$ cat src/inc/cis_pkg.sv
// package: shared constants for the cpu interrupt signaling block
package cis_pkg;
    // register byte offsets on the apb slave
    localparam logic [11:0] OFS_CTRL = 12'h000;    // mode and enable
    localparam logic [11:0] OFS_ACK = 12'h004;     // acknowledge read
    localparam logic [11:0] OFS_EOI = 12'h008;     // end of interrupt write
    localparam logic [11:0] OFS_ACTIVE = 12'h00C;  // active status
    localparam logic [11:0] OFS_PEND = 12'h010;    // pending status
    localparam logic [11:0] OFS_SEC = 12'h014;     // secure group per source
    localparam logic [11:0] OFS_PRIO_LO = 12'h018; // priority, sources 0..7
    localparam logic [11:0] OFS_PRIO_HI = 12'h01C; // priority, sources 8..15
    localparam logic [11:0] OFS_IRQ_ST = 12'h020;  // sticky event status
    localparam logic [11:0] OFS_IRQ_MSK = 12'h024; // event mask
    // control register fields
    localparam int CTRL_EN_BIT = 0;      // signalling enable
    localparam int CTRL_SPLIT_BIT = 1;   // secure on fast line
    // reset values
    localparam logic [31:0] CTRL_RST = 32'h0000_0001;
    localparam logic [31:0] ZERO_RST = 32'h0000_0000;
    // spurious id when nothing is pending
    localparam logic [9:0] SPURIOUS_ID = 10'h3FF;
    // prioritisation latency in core clocks, allowed range
    localparam int LAT_MIN = 1;
    localparam int LAT_MAX = 10;
    localparam int LAT_DEFAULT = 2;
    // sticky event bit positions
    localparam int EV_SIG = 0;   // request newly signalled
    localparam int EV_ACK = 1;   // acknowledge taken
    localparam int EV_EOI = 2;   // completion taken
endpackage : cis_pkg

$ cat src/inc/cis_sel_if.sv
// interface: carries the highest priority pick between selector and core
`timescale 1ns/1ps
`default_nettype none
interface cis_sel_if #(parameter int NSRC = 16);
    logic found;            // some pending source is not yet active
    logic [3:0] idx;        // index of best source
    logic secure;           // security group of best source
    logic [NSRC-1:0] cand;  // candidate vector
    logic [NSRC*4-1:0] prio;// priorities, lower value wins
    modport core (output cand, output prio, input found, input idx, input secure);
    modport sel (input cand, input prio, output found, output idx, output secure);
endinterface : cis_sel_if
`default_nettype wire

$ cat src/hdl/cis_prio_sel.sv
// module: combinational highest priority selector
`timescale 1ns/1ps
`default_nettype none
module cis_prio_sel #(
    parameter int NSRC = 16
) (
    // pick port
    cis_sel_if.sel sel,
    // security group of each source
    input wire logic [NSRC-1:0] sec_in
);
    // linear scan, lowest value wins and ties go to the lowest index
    always_comb begin
        logic [3:0] best_p;
        best_p = 4'hF;
        sel.found = 1'b0;
        sel.idx = 4'h0;
        sel.secure = 1'b0;
        for (int i = 0; i < NSRC; i++) begin
            if (sel.cand[i] && (!sel.found || sel.prio[i*4 +: 4] < best_p)) begin
                sel.found = 1'b1;
                best_p = sel.prio[i*4 +: 4];
                sel.idx = 4'(i);
                sel.secure = sec_in[i];
            end
        end
    end
endmodule : cis_prio_sel
`default_nettype wire

$ cat src/hdl/cis_cpu_sig.sv
// module: processor interface request signaling with apb register access
// Contract
// single state: secure interrupts use normal line
// normal line low until acknowledge read
// detect input, then mark pending, then signal
// request asserts fixed latency after pending
// new pending restarts full latency count
// higher priority pre-empts next clock cycle
// pre-empting id loaded into acked id
// acknowledge deasserts line, marks interrupt active
// end of interrupt write clears active
// completion passes next pending, reasserts after latency
// control bit picks single or split mode
// split mode line chosen by security state
// fast held until ack; normal until ack/fast
// secure pre-empt: fast on, normal off together
// fast output only with security support
// request outputs registered, reset high
// no glitch when pending interrupt replaced
`timescale 1ns/1ps
`default_nettype none
module cis_cpu_sig #(
    parameter int NSRC = 16,                      // interrupt sources
    parameter int LATENCY = cis_pkg::LAT_DEFAULT, // prioritisation clocks, 1..10
    parameter bit SEC_SUPPORT = 1'b1              // fast line built in
) (
    // clock and reset
    input wire logic ref_clk_in,
    input wire logic sys_rst_in,
    // interrupt inputs from peripherals, active high level
    input wire logic [NSRC-1:0] irq_src_in,
    // apb slave
    input wire logic psel_in,
    input wire logic penable_in,
    input wire logic pwrite_in,
    input wire logic [11:0] paddr_in,
    input wire logic [31:0] pwdata_in,
    output logic [31:0] prdata_out,
    output logic pready_out,
    output logic pslverr_out,
    // processor request lines, active low
    output logic irq_n_out,
    output logic fiq_n_out,
    // event interrupt
    output logic evt_irq_out
);
    ////////////////////////////////////////////////////////////////////////
    // input synchronisers; first stage read only by the second
    logic [NSRC-1:0] sync1_reg, sync1_next;
    logic [NSRC-1:0] sync2_reg, sync2_next;
    always_comb begin
        sync1_next = irq_src_in;
        sync2_next = sync1_reg;
    end
    always_ff @(posedge ref_clk_in) begin
        if (sys_rst_in) begin
            sync1_reg <= '0;
            sync2_reg <= '0;
        end else begin
            sync1_reg <= sync1_next;
            sync2_reg <= sync2_next;
        end
    end

    ////////////////////////////////////////////////////////////////////////
    // apb decode
    logic wr_acc, rd_acc;
    assign wr_acc = psel_in && penable_in && pwrite_in && pready_out;
    assign rd_acc = psel_in && penable_in && !pwrite_in && pready_out;
    logic ack_rd, eoi_wr;
    assign ack_rd = rd_acc && paddr_in == cis_pkg::OFS_ACK;
    assign eoi_wr = wr_acc && paddr_in == cis_pkg::OFS_EOI;

    ////////////////////////////////////////////////////////////////////////
    // state registers
    logic [31:0] ctrl_reg, ctrl_next;       // enable and split bits
    logic [NSRC-1:0] pend_reg, pend_next;   // pending per source
    logic [NSRC-1:0] act_reg, act_next;     // active status
    logic [NSRC-1:0] sec_reg, sec_next;     // secure group
    logic [NSRC*4-1:0] prio_reg, prio_next; // priority nibbles
    logic [9:0] acked_interrupt_id_reg, acked_interrupt_id_next;
    logic cur_valid_reg, cur_valid_next;    // acked id holds a real pick, not the spurious id
    logic [3:0] lat_cnt_reg, lat_cnt_next;  // prioritisation countdown
    logic irq_n_reg, irq_n_next;
    logic fiq_n_reg, fiq_n_next;
    logic [2:0] ev_st_reg, ev_st_next;      // sticky events
    logic [2:0] ev_msk_reg, ev_msk_next;    // event mask
    logic evt_irq_reg, evt_irq_next;
    logic [31:0] prdata_reg, prdata_next;
    logic pready_reg, pready_next;
    logic pslverr_reg, pslverr_next;

    // selector over pending sources not yet active
    cis_sel_if #(.NSRC(NSRC)) sel_bus ();
    assign sel_bus.cand = pend_reg & ~act_reg;
    assign sel_bus.prio = prio_reg;
    cis_prio_sel #(.NSRC(NSRC)) u_sel (
        .sel(sel_bus),
        .sec_in(sec_reg)
    );

    // level inputs: a source still high after completion pends again,
    // so the peripheral must drop its line before the core completes
    logic [NSRC-1:0] new_pend;
    assign new_pend = sync2_reg & ~pend_reg & ~act_reg;

    // effective split: only when fast line exists
    logic split_mode;
    assign split_mode = SEC_SUPPORT && ctrl_reg[cis_pkg::CTRL_SPLIT_BIT];

    ////////////////////////////////////////////////////////////////////////
    // signaling next state
    always_comb begin
        pend_next = pend_reg | new_pend;
        act_next = act_reg;
        acked_interrupt_id_next = acked_interrupt_id_reg;
        cur_valid_next = cur_valid_reg;
        lat_cnt_next = lat_cnt_reg;
        irq_n_next = irq_n_reg;
        fiq_n_next = fiq_n_reg;
        // any new pending restarts the full window, which reruns the pick
        if (|new_pend) begin
            lat_cnt_next = 4'(LATENCY);
        end else if (lat_cnt_reg != 4'h0) begin
            lat_cnt_next = lat_cnt_reg - 4'h1;
        end
        // acked id follows the current best pick one cycle behind pending
        if (sel_bus.found) begin
            acked_interrupt_id_next = {6'h00, sel_bus.idx};
            cur_valid_next = 1'b1;
        end else begin
            acked_interrupt_id_next = cis_pkg::SPURIOUS_ID;
            cur_valid_next = 1'b0;
        end
        // latency expired: drive the line for the current pick
        // live pick, not the registered one: with a latency of one the
        // registered pick would still be empty at the expiry cycle
        if (lat_cnt_reg == 4'h1 && !(|new_pend) && sel_bus.found
            && ctrl_reg[cis_pkg::CTRL_EN_BIT]) begin
            if (split_mode && sel_bus.secure) begin
                fiq_n_next = 1'b0;
                irq_n_next = 1'b1;
            end else begin
                irq_n_next = 1'b0;
            end
        end
        // acknowledge read releases lines and activates the pick
        if (ack_rd) begin
            irq_n_next = 1'b1;
            fiq_n_next = 1'b1;
            if (cur_valid_reg) begin
                act_next[acked_interrupt_id_reg[3:0]] = 1'b1;
                pend_next[acked_interrupt_id_reg[3:0]] = 1'b0;
            end
        end
        // completion clears active and restarts latency for the next pick
        if (eoi_wr && pwdata_in[9:4] == 6'h00 && act_reg[pwdata_in[3:0]]) begin
            act_next[pwdata_in[3:0]] = 1'b0;
            lat_cnt_next = 4'(LATENCY);
        end
        if (!SEC_SUPPORT) fiq_n_next = 1'b1;
    end

    ////////////////////////////////////////////////////////////////////////
    // apb register next state
    always_comb begin
        ctrl_next = ctrl_reg;
        sec_next = sec_reg;
        prio_next = prio_reg;
        ev_msk_next = ev_msk_reg;
        ev_st_next = ev_st_reg;
        prdata_next = prdata_reg;
        pslverr_next = 1'b0;
        // one wait state: ready rises in the second access cycle
        pready_next = psel_in && penable_in && !pready_reg;
        if (wr_acc) begin
            unique case (paddr_in)
                cis_pkg::OFS_CTRL: ctrl_next = {30'h0000_0000, pwdata_in[1:0]};
                cis_pkg::OFS_SEC: sec_next = pwdata_in[NSRC-1:0];
                cis_pkg::OFS_PRIO_LO: prio_next[31:0] = pwdata_in;
                cis_pkg::OFS_PRIO_HI: prio_next[NSRC*4-1:32] = pwdata_in[NSRC*4-33:0];
                cis_pkg::OFS_IRQ_MSK: ev_msk_next = pwdata_in[2:0];
                cis_pkg::OFS_EOI: ;
                default: pslverr_next = 1'b0;
            endcase
        end
        if (psel_in && penable_in && !pwrite_in && !pready_reg) begin
            unique case (paddr_in)
                cis_pkg::OFS_CTRL: prdata_next = ctrl_reg;
                cis_pkg::OFS_ACK: prdata_next = {22'h00_0000, acked_interrupt_id_reg};
                cis_pkg::OFS_ACTIVE: prdata_next = 32'(act_reg);
                cis_pkg::OFS_PEND: prdata_next = 32'(pend_reg);
                cis_pkg::OFS_SEC: prdata_next = 32'(sec_reg);
                cis_pkg::OFS_PRIO_LO: prdata_next = prio_reg[31:0];
                cis_pkg::OFS_PRIO_HI: prdata_next = prio_reg[NSRC*4-1:32];
                cis_pkg::OFS_IRQ_ST: prdata_next = {29'h0000_0000, ev_st_reg};
                cis_pkg::OFS_IRQ_MSK: prdata_next = {29'h0000_0000, ev_msk_reg};
                default: prdata_next = cis_pkg::ZERO_RST;
            endcase
        end
        // sticky events: read clears, a new event wins over the clear
        if (rd_acc && paddr_in == cis_pkg::OFS_IRQ_ST) ev_st_next = 3'h0;
        if ((irq_n_reg && !irq_n_next) || (fiq_n_reg && !fiq_n_next))
            ev_st_next[cis_pkg::EV_SIG] = 1'b1;
        if (ack_rd) ev_st_next[cis_pkg::EV_ACK] = 1'b1;
        if (eoi_wr) ev_st_next[cis_pkg::EV_EOI] = 1'b1;
        evt_irq_next = |(ev_st_next & ev_msk_next);
    end

    ////////////////////////////////////////////////////////////////////////
    // registers
    always_ff @(posedge ref_clk_in) begin
        if (sys_rst_in) begin
            ctrl_reg <= cis_pkg::CTRL_RST;
            pend_reg <= '0;
            act_reg <= '0;
            sec_reg <= '0;
            prio_reg <= '0;
            acked_interrupt_id_reg <= cis_pkg::SPURIOUS_ID;
            cur_valid_reg <= 1'b0;
            lat_cnt_reg <= 4'h0;
            irq_n_reg <= 1'b1;
            fiq_n_reg <= 1'b1;
            ev_st_reg <= 3'h0;
            ev_msk_reg <= 3'h0;
            evt_irq_reg <= 1'b0;
            prdata_reg <= cis_pkg::ZERO_RST;
            pready_reg <= 1'b0;
            pslverr_reg <= 1'b0;
        end else begin
            ctrl_reg <= ctrl_next;
            pend_reg <= pend_next;
            act_reg <= act_next;
            sec_reg <= sec_next;
            prio_reg <= prio_next;
            acked_interrupt_id_reg <= acked_interrupt_id_next;
            cur_valid_reg <= cur_valid_next;
            lat_cnt_reg <= lat_cnt_next;
            irq_n_reg <= irq_n_next;
            fiq_n_reg <= fiq_n_next;
            ev_st_reg <= ev_st_next;
            ev_msk_reg <= ev_msk_next;
            evt_irq_reg <= evt_irq_next;
            prdata_reg <= prdata_next;
            pready_reg <= pready_next;
            pslverr_reg <= pslverr_next;
        end
    end

    // outputs straight from flip-flops
    assign irq_n_out = irq_n_reg;
    assign fiq_n_out = fiq_n_reg;
    assign evt_irq_out = evt_irq_reg;
    assign prdata_out = prdata_reg;
    assign pready_out = pready_reg;
    assign pslverr_out = pslverr_reg;
endmodule : cis_cpu_sig
`default_nettype wire

$ cat config.mk
export PLATFORM = sky130hd
export DESIGN_NAME = cis_cpu_sig
export DESIGN_NICKNAME = d
export VERILOG_FILES = /design/src/inc/cis_pkg.sv /design/src/inc/cis_sel_if.sv /design/src/hdl/cis_prio_sel.sv /design/src/hdl/cis_cpu_sig.sv
export SDC_FILE = /design/constraint.sdc
export NUM_CORES = 1
export LEC_CHECK = 0
export ABC_CLOCK_PERIOD_IN_PS = 46900
export BUFFER_PORTS_ARGS = -buffer_cell sky130_fd_sc_hd__buf_2
export CAP_MARGIN = 20
export CORE_ASPECT_RATIO = 0.8
export CORE_MARGIN = 1
export CORE_UTILIZATION = 30
export DETAILED_ROUTE_END_ITERATION = 6
export HOLD_SLACK_MARGIN = 0.15
export SLEW_MARGIN = 25
export SYNTH_ARGS = -nofsm -noshare
export SYNTH_HDL_FRONTEND = slang
export SYNTH_HIERARCHICAL = 1
export SYNTH_SLANG_ARGS = --single-unit
$ cat constraint.sdc
create_clock -name ref_clk_in -period 46.9 [get_ports ref_clk_in]
set_input_delay 4.69 -clock ref_clk_in [delete_from_list [all_inputs] [get_ports ref_clk_in]]
set_output_delay 4.69 -clock ref_clk_in [all_outputs]
set_load 0.02 [all_outputs]
=== After elaboration in Yosys (flattened, before gate mapping) ===
Index checks and enable logic that the tools add are counted.
W data, S select, Z words.

* Add/sub/neg operators: 1
* Multiply operators: 0
* Div/mod/pow operators: 0
* Magnitude comparators: 19
* Eq/ne operators: 10
* Shift operators: 0
* Mux-type cells: 91
* Bitwise logic cells: 13
* Reductions and logical operators: 86

{| class="wikitable"
|+ Operators by type and width
! kind !! count
|-
| $pmux W32 S9 || 1
|-
| $mux W4 || 23
|-
| $and A16 B16 Y16 || 5
|-
| $mux W16 || 5
|-
| $not A16 Y16 || 4
|-
| $lt A4 B4 Y1 || 15
|-
| $eq A12 B5 Y1 const B || 4
|-
| $mux W1 || 46
|-
| $logic_and A1 B1 Y1 || 35
|-
| $or A16 B16 Y16 || 2
|-
| $eq A12 B4 Y1 const B || 2
|-
| $eq A12 B6 Y1 const B || 2
|-
| $mux W3 || 7
|-
| $logic_not A1 Y1 || 20
|-
| $reduce_or A18 Y1 || 1
|-
| $logic_or A1 B1 Y1 || 16
|-
| $reduce_or A16 Y1 || 1
|-
| $eq A12 B3 Y1 const B || 1
|-
| $logic_not A12 Y1 || 1
|-
| $lt A4 B5 Y1 const B || 2
|-
| $mux W10 || 1
|-
| $mux W2 || 5
|-
| $reduce_or A10 Y1 || 1
|-
| $demux W1 S4 || 2
|-
| 13 further kinds || 18
|}

* Flip-flop bits (word level): 203
* Bits in latches: 0
* Bits in writable memories: 0
* Memory bits (read-only): 0
* Bits of input ports: 65
* Output and inout port bits: 37
* Word-level logic and storage cells: 243
* Memories: 0

=== Depth between registers and ports, before layout ===
* Word-level depth: 73
* Mapped depth: 142
* Gate-level depth less buffers: 133

=== Modules after synthesis ===
Netlist, hierarchy kept.

{| class="wikitable"
|+ By module, submodules not included
! module !! times used !! cells an instance !! area an instance (sq um) !! seq. area each (sq um)
|-
| cis_cpu_sig || 1 || 931 || 8454.4 || 3963.8
|-
| cis_prio_sel || 1 || 570 || 3776.1 || 0.0
|}

=== Worst setup path after synthesis ===
OpenSTA, ideal clock, no wires.

* Path kind: flip-flop to flip-flop
* Start point: register pend_reg[0]
* End point: register evt_irq_reg (netlist: evt_irq_out)
* Library setup time: 0.095 ns
* Arrival: 22.938 ns
* Required time: 46.805 ns
* Setup slack: 23.866 ns
* Cell stages (with the launch flop): 138
* Buffers on the path: 11
* Period minus slack after synthesis: 23.034 ns
* Cell sequence: dfxtp_1 > nor2b_1 > buf_2 > nor2b_1 > ha_1 > and3b_1 > o21ai_1 > o211ai_4 > a21oi_1 > inv_1 > ha_1 > o21ai_0 > a211o_1 > a21oi_1 > mux2_4 > a221oi_4 > nand2_1 > o21ai_0 > [102 not listed] > o21ai_0 > or3_1 > or4_1 > o2111ai_2 > buf_6 > nor2_1 > a21oi_1 > ha_1 > o22ai_1 > nand2_1 > and4_1 > a32oi_1 > mux2_2 > nand2_1 > mux2i_1 > or3_1 > o21a_1 > o311ai_1

* Word-level cells in the longest chain between the ends: 72
* Elaborated cells on any way between the ends: 131
* Those cells by class: order compare (15); mux (54); bitwise (5); reduce/logical (57)

{| class="wikitable"
|+ Ends and longest elaborated chain
! what !! line !! source
|-
| start, declared || cis_cpu_sig.sv:77 || <nowiki>logic [NSRC-1:0] pend_reg, pend_next;</nowiki>
|-
| start signal, assigned || cis_cpu_sig.sv:232 || <nowiki>pend_reg <= pend_next;</nowiki>
|-
| $and A16 B16 Y16 (*) || cis_cpu_sig.sv:95 || <nowiki>assign sel_bus.cand = pend_reg & ~act_reg;</nowiki>
|-
| net sel_bus.cand[0] || cis_sel_if.sv:8 || <nowiki>logic [NSRC-1:0] cand;</nowiki>
|-
| $mux W4 / $mux W1 (equally long branches) || cis_prio_sel.sv:20 || <nowiki>if (sel.cand[i] && (!sel.found || sel.prio[i*4 +: 4] < best_p)) begin</nowiki>
|-
| $lt A4 B4 Y1 / $logic_not A1 Y1 (equally long branches) || cis_prio_sel.sv:20 ||
|-
| $logic_or A1 B1 Y1 || cis_prio_sel.sv:20 ||
|-
| $logic_and A1 B1 Y1 || cis_prio_sel.sv:20 ||
|-
| $mux W4 / $mux W1 (equally long branches) || cis_prio_sel.sv:20 ||
|-
| $lt A4 B4 Y1 / $logic_not A1 Y1 (equally long branches) || cis_prio_sel.sv:20 ||
|-
| [55 not listed] || -- ||
|-
| net sel_bus.secure || cis_sel_if.sv:7 || <nowiki>logic secure;</nowiki>
|-
| [2 not listed] || -- ||
|-
| $mux W1 || cis_cpu_sig.sv:138 || <nowiki>if (lat_cnt_reg == 4'h1 && !(|new_pend) && sel_bus.found</nowiki>
|-
| $mux W1 || cis_cpu_sig.sv:148 || <nowiki>if (ack_rd) begin</nowiki>
|-
| $logic_not A1 Y1 || cis_cpu_sig.sv:203 || <nowiki>if ((irq_n_reg && !irq_n_next) || (fiq_n_reg && !fiq_n_next))</nowiki>
|-
| $logic_and A1 B1 Y1 || cis_cpu_sig.sv:203 ||
|-
| $logic_or A1 B1 Y1 (*) || cis_cpu_sig.sv:203 ||
|-
| $mux W1 (*) || cis_cpu_sig.sv:203 ||
|-
| $and A3 B3 Y3 (*) || cis_cpu_sig.sv:207 || <nowiki>evt_irq_next = |(ev_st_next & ev_msk_next);</nowiki>
|-
| $reduce_or A3 Y1 (*) || cis_cpu_sig.sv:207 ||
|-
| end signal, assigned || cis_cpu_sig.sv:243 || <nowiki>evt_irq_reg <= evt_irq_next;</nowiki>
|-
| end, declared || cis_cpu_sig.sv:88 || <nowiki>logic evt_irq_reg, evt_irq_next;</nowiki>
|}

The timed path passes the listed nets; every way through them passes the cells marked *.
A chain may end at the register's enable or synchronous reset.

=== Worst setup path in the final report ===
Same ends and word-level chain as after synthesis.

==> summary.log <==
INFO  status         run_status=completed
INFO  route          remaining_drc_errors=0
INFO  clock_tree     clockRootBuffer=sky130_fd_sc_hd__clkbuf_16
INFO  logic_synthesis synthCells=1,501
INFO  floorplanning  die_width=227.7um
INFO  logic_synthesis syn_area=12,230um2
INFO  grt            vias_in_the_first_global_route=10,740
INFO  grt            total_track_usage=0.2038
INFO  placed_design  detailed_place_hpwl=32.76mm
INFO  logic_synthesis ys.flop_type=sky130_fd_sc_hd__dfxtp_1
INFO  final_layout   largest_register_ffs=64
INFO  placed_design  minimum_setup_slack_after_placement=20.48ns
INFO  placed_design  placed_cells=2,056
INFO  clock_tree     cts.sinks=198
INFO  timing         min_period_over_period=0.5750
INFO  timing         setup_viol=0
INFO  clock_tree     cts_buffer_depth=2
INFO  route          wirelength=42.96mm
INFO  setup_path     start_kind=register
INFO  final_layout   fin_cells=2,090
INFO  timing         finalWorstSetupSlack=19.93ns
INFO  floorplanning  row_cnt=65
INFO  floorplanning  design.portCount=102
INFO  final_layout   most-common-layout-cells=205 x sky130_fd_sc_hd__nand2_1, 198 x sky130_fd_sc_hd__dfxtp_1, 132 x sky130_fd_sc_hd__a21oi_1
INFO  route          dr.first_iter.drc_count=1,308
INFO  setup_path     worst_setup_path_end_kind=register
INFO  power          p_sw=0.0001256W
INFO  timing         tightest_slew=1.056ns
INFO  power          pwr-share-seq=0.429
INFO  grt            grt_start_max_net_pins=94
INFO  logic_synthesis synth_nets=1,585
INFO  final_layout   mostFrequentLayoutCell=sky130_fd_sc_hd__nand2_1
INFO  final_layout   nets=1,623
INFO  route          vias_per_cell=5.628
INFO  final_layout   utilization=0.3438
INFO  power          p_clk_frac=0.373
INFO  clock_tree     cts-hold-fix-buffers=0
INFO  power          power_report.internal_total=0.0002814W
INFO  clock_tree     post_cts.repair.setup_buffers=0
INFO  power          power.leakage=5.011nW
INFO  setup_path     crit_path_max_incr_delay=0.66ns
INFO  logic_synthesis asyncSetResetFlopFracSynth=0
INFO  clock_tree     cts-buffers-inserted=17
INFO  power          cellPowerDensity=29.77nW/um2
INFO  floorplanning  die_h=182.6um
INFO  power          maximum_vdd_drop=0.02902mV
INFO  timing         rsz_0062_raised_after_global_routing=false
INFO  logic_synthesis top_cells_by_area_synth=sky130_fd_sc_hd__dfxtp_1 32%, sky130_fd_sc_hd__nand2_1 6.3%, sky130_fd_sc_hd__a21oi_1 5.4%
INFO  clock_tree     post_cts_resized=0
INFO  logic_synthesis sequential_cell_area_fraction_in_the_yosys_report=0.3241
INFO  timing         max-slew-margin-rel=0.2893
INFO  setup_path     arrival=27.32ns
INFO  placed_design  placement.io_buffers=100
INFO  timing         max_freq=37.08MHz
INFO  grt            grt_antenna_before_repair=3
INFO  floorplanning  dieArea=41,590um2
INFO  setup_path     required_time_reported_for_the_critical_path_endpoint=47.25ns
INFO  logic_synthesis netlist-cell-type-count=110
INFO  clock_tree     clk_transition_reported_paths=0.08ns
INFO  final_layout   syn_to_final_growth=11.79%
INFO  timing         slew_viol_final=0
INFO  placed_design  gp_routability_congestion=0.9373
INFO  logic_synthesis synth_top_area_frac=0.3241
INFO  setup_path     crit_path_frequent_cell=sky130_fd_sc_hd__nand2_1
INFO  floorplanning  initial_core_util=0.3075
INFO  route          routed_wire_length_per_instance=20.55um
INFO  logic_synthesis yosysWarningCount=6
INFO  timing         period_needed=26.97ns
INFO  job            maxCapViolCount=0
INFO  setup_path     critical_path_top_delay_cell=sky130_fd_sc_hd__o41ai_4
INFO  min_path       timing.hold.worst.class=register to register
INFO  floorplanning  fp.coreArea=39,770um2
INFO  timing         finalHoldViolCount=0
INFO  timing         finalSetupTns=0ns
INFO  timing         timing.clock.skew=0.01244ns
INFO  final_layout   drive_gt1_frac=0.1534
INFO  power          comb_power_share=0.198
INFO  grt            global_route_wire_length_before_repair=65.58mm
INFO  route          drt_pre_antenna_iters=6
INFO  logic_synthesis synth-edff-count=0
INFO  clock_tree     tritoncts_clock_tree=built
INFO  grt            grt_remaining_overflow=0
INFO  setup_path     cp_max_fo=16
INFO  timing         holdWs=0.4456ns
INFO  logic_synthesis yosysTopAreaCell=sky130_fd_sc_hd__dfxtp_1
INFO  logic_synthesis avgSynthCellArea=8.148um2
INFO  clock_tree     cts-htree-levels=4
INFO  setup_path     critical_path_class=register to register
INFO  logic_synthesis ys_seq_elements=198
INFO  power          power_switching_share=0.3087
INFO  clock_tree     clk_latency=0.46ns
INFO  route          num_vias=11,760
INFO  route          route.antenna.remaining_nets=0
power by group through the flow:
| stage | clock network (W) | logic (W) | registers (W) |
|---|---|---|---|
| 3_5_place_dp | 0 | 0.0000779 | 0.000178 |
| 3_3_place_gp | 0 | 0.0000774 | 0.000178 |
| 5_1_grt | 0.000161 | 0.0000866 | 0.000175 |
| 4_1_cts | 0.000155 | 0.0000783 | 0.000174 |
| 6_report | 0.000152 | 0.0000805 | 0.000175 |
| 2_1_floorplan | 0 | 0.0000580 | 0.000177 |
critical path: cells and delay by family (launching register included):
kind                     cells  cell delay, ns
AND/OR/NAND/NOR             40            7.51
AO/OA/AOI/OAI               50           11.75
adder cells (fa/ha/maj)     15            4.19
multiplexers                 7            2.06
flip-flops                   1            0.37
buffers and inverters       11            0.93
cell usage after synthesis (9+ instances only):
| master | count |
|---|---|
| sky130_fd_sc_hd__a211oi_2 | 10 |
| sky130_fd_sc_hd__a21oi_1 | 132 |
| sky130_fd_sc_hd__a22o_1 | 15 |
| sky130_fd_sc_hd__a22oi_1 | 26 |
| sky130_fd_sc_hd__a2bb2oi_1 | 19 |
| sky130_fd_sc_hd__a31oi_1 | 21 |
| sky130_fd_sc_hd__and2_1 | 13 |
| sky130_fd_sc_hd__and3_1 | 20 |
| sky130_fd_sc_hd__buf_2 | 20 |
| sky130_fd_sc_hd__clkbuf_1 | 54 |
| sky130_fd_sc_hd__dfxtp_1 | 198 |
| sky130_fd_sc_hd__ha_1 | 19 |
| sky130_fd_sc_hd__inv_1 | 59 |
| sky130_fd_sc_hd__mux2_2 | 16 |
| sky130_fd_sc_hd__mux2i_1 | 57 |
| sky130_fd_sc_hd__mux4_2 | 13 |
| sky130_fd_sc_hd__nand2_1 | 205 |
| sky130_fd_sc_hd__nand2b_1 | 20 |
| sky130_fd_sc_hd__nand3_1 | 21 |
| sky130_fd_sc_hd__nand4_1 | 14 |
| sky130_fd_sc_hd__nor2_1 | 112 |
| sky130_fd_sc_hd__nor2b_1 | 76 |
| sky130_fd_sc_hd__nor3_1 | 23 |
| sky130_fd_sc_hd__nor3b_1 | 13 |
| sky130_fd_sc_hd__o21ai_0 | 52 |
| sky130_fd_sc_hd__o21bai_1 | 18 |
| sky130_fd_sc_hd__o22ai_1 | 13 |
| sky130_fd_sc_hd__or3_1 | 20 |
| sky130_fd_sc_hd__or4_1 | 9 |
final timing paths:
check	start	endpoint	slack (ns)	cells after the start
worst min register to register	sync1_reg[6]	sync2_reg[6]	0.45	1
worst min-delay path	sync1_reg[6]	sync2_reg[6]	0.45	1
worst max-delay path	pend_reg[0]	evt_irq_out	19.93	123
worst max register to register	pend_reg[0]	evt_irq_out	19.93	123
area by class of cell:
cell class / instances / area, um2
tap: 536 / 670.6
clock inverter: 14 / 165.2
clock buffer: 18 / 439.2
inverter: 60 / 225.2
antenna: 2 / 5.005
timing repair buffer: 109 / 574.3
multi-input combinational: 1153 / 7629
sequential: 198 / 3964
fill: 4239 / 26100
through the flow:
step	instance area [um2]	power, W
after global routing	13670	0.0004228
after detailed placement	13060	0.0002562
final	13670	0.0004070
after floorplan	12230	0.0002345
after CTS	13670	0.0004077
after global placement	13060	0.0002557
cell families (layout without fill, tap and decap cells):
logic type                 after synthesis  count (layout)  synth area share
AOI/OAI and AO/OA                      434             434            0.2531
xor gates and xnor gates                 7               7          0.005013
adders and majority gates               23              23           0.02302
buffers and inverters                  150             201           0.05453
DFF                                    198             198            0.3241
muxes                                   89              89           0.08870
other                                    1               3         0.0003066
and+or+nand+nor                        599             599            0.2513
routing by layer:
layer | up-vias | GRT usage | wire length [um]
li1 | 5515 | - | -
met1 | 5684 | 0.2946 | 20230
met2 | 500 | 0.3065 | 18820
met3 | 63 | 0.03328 | 3043
met4 | 0 | 0.06324 | 868
met5 | - | 0 | 0
No activity file was read; power rests on OpenSTA's default activity.
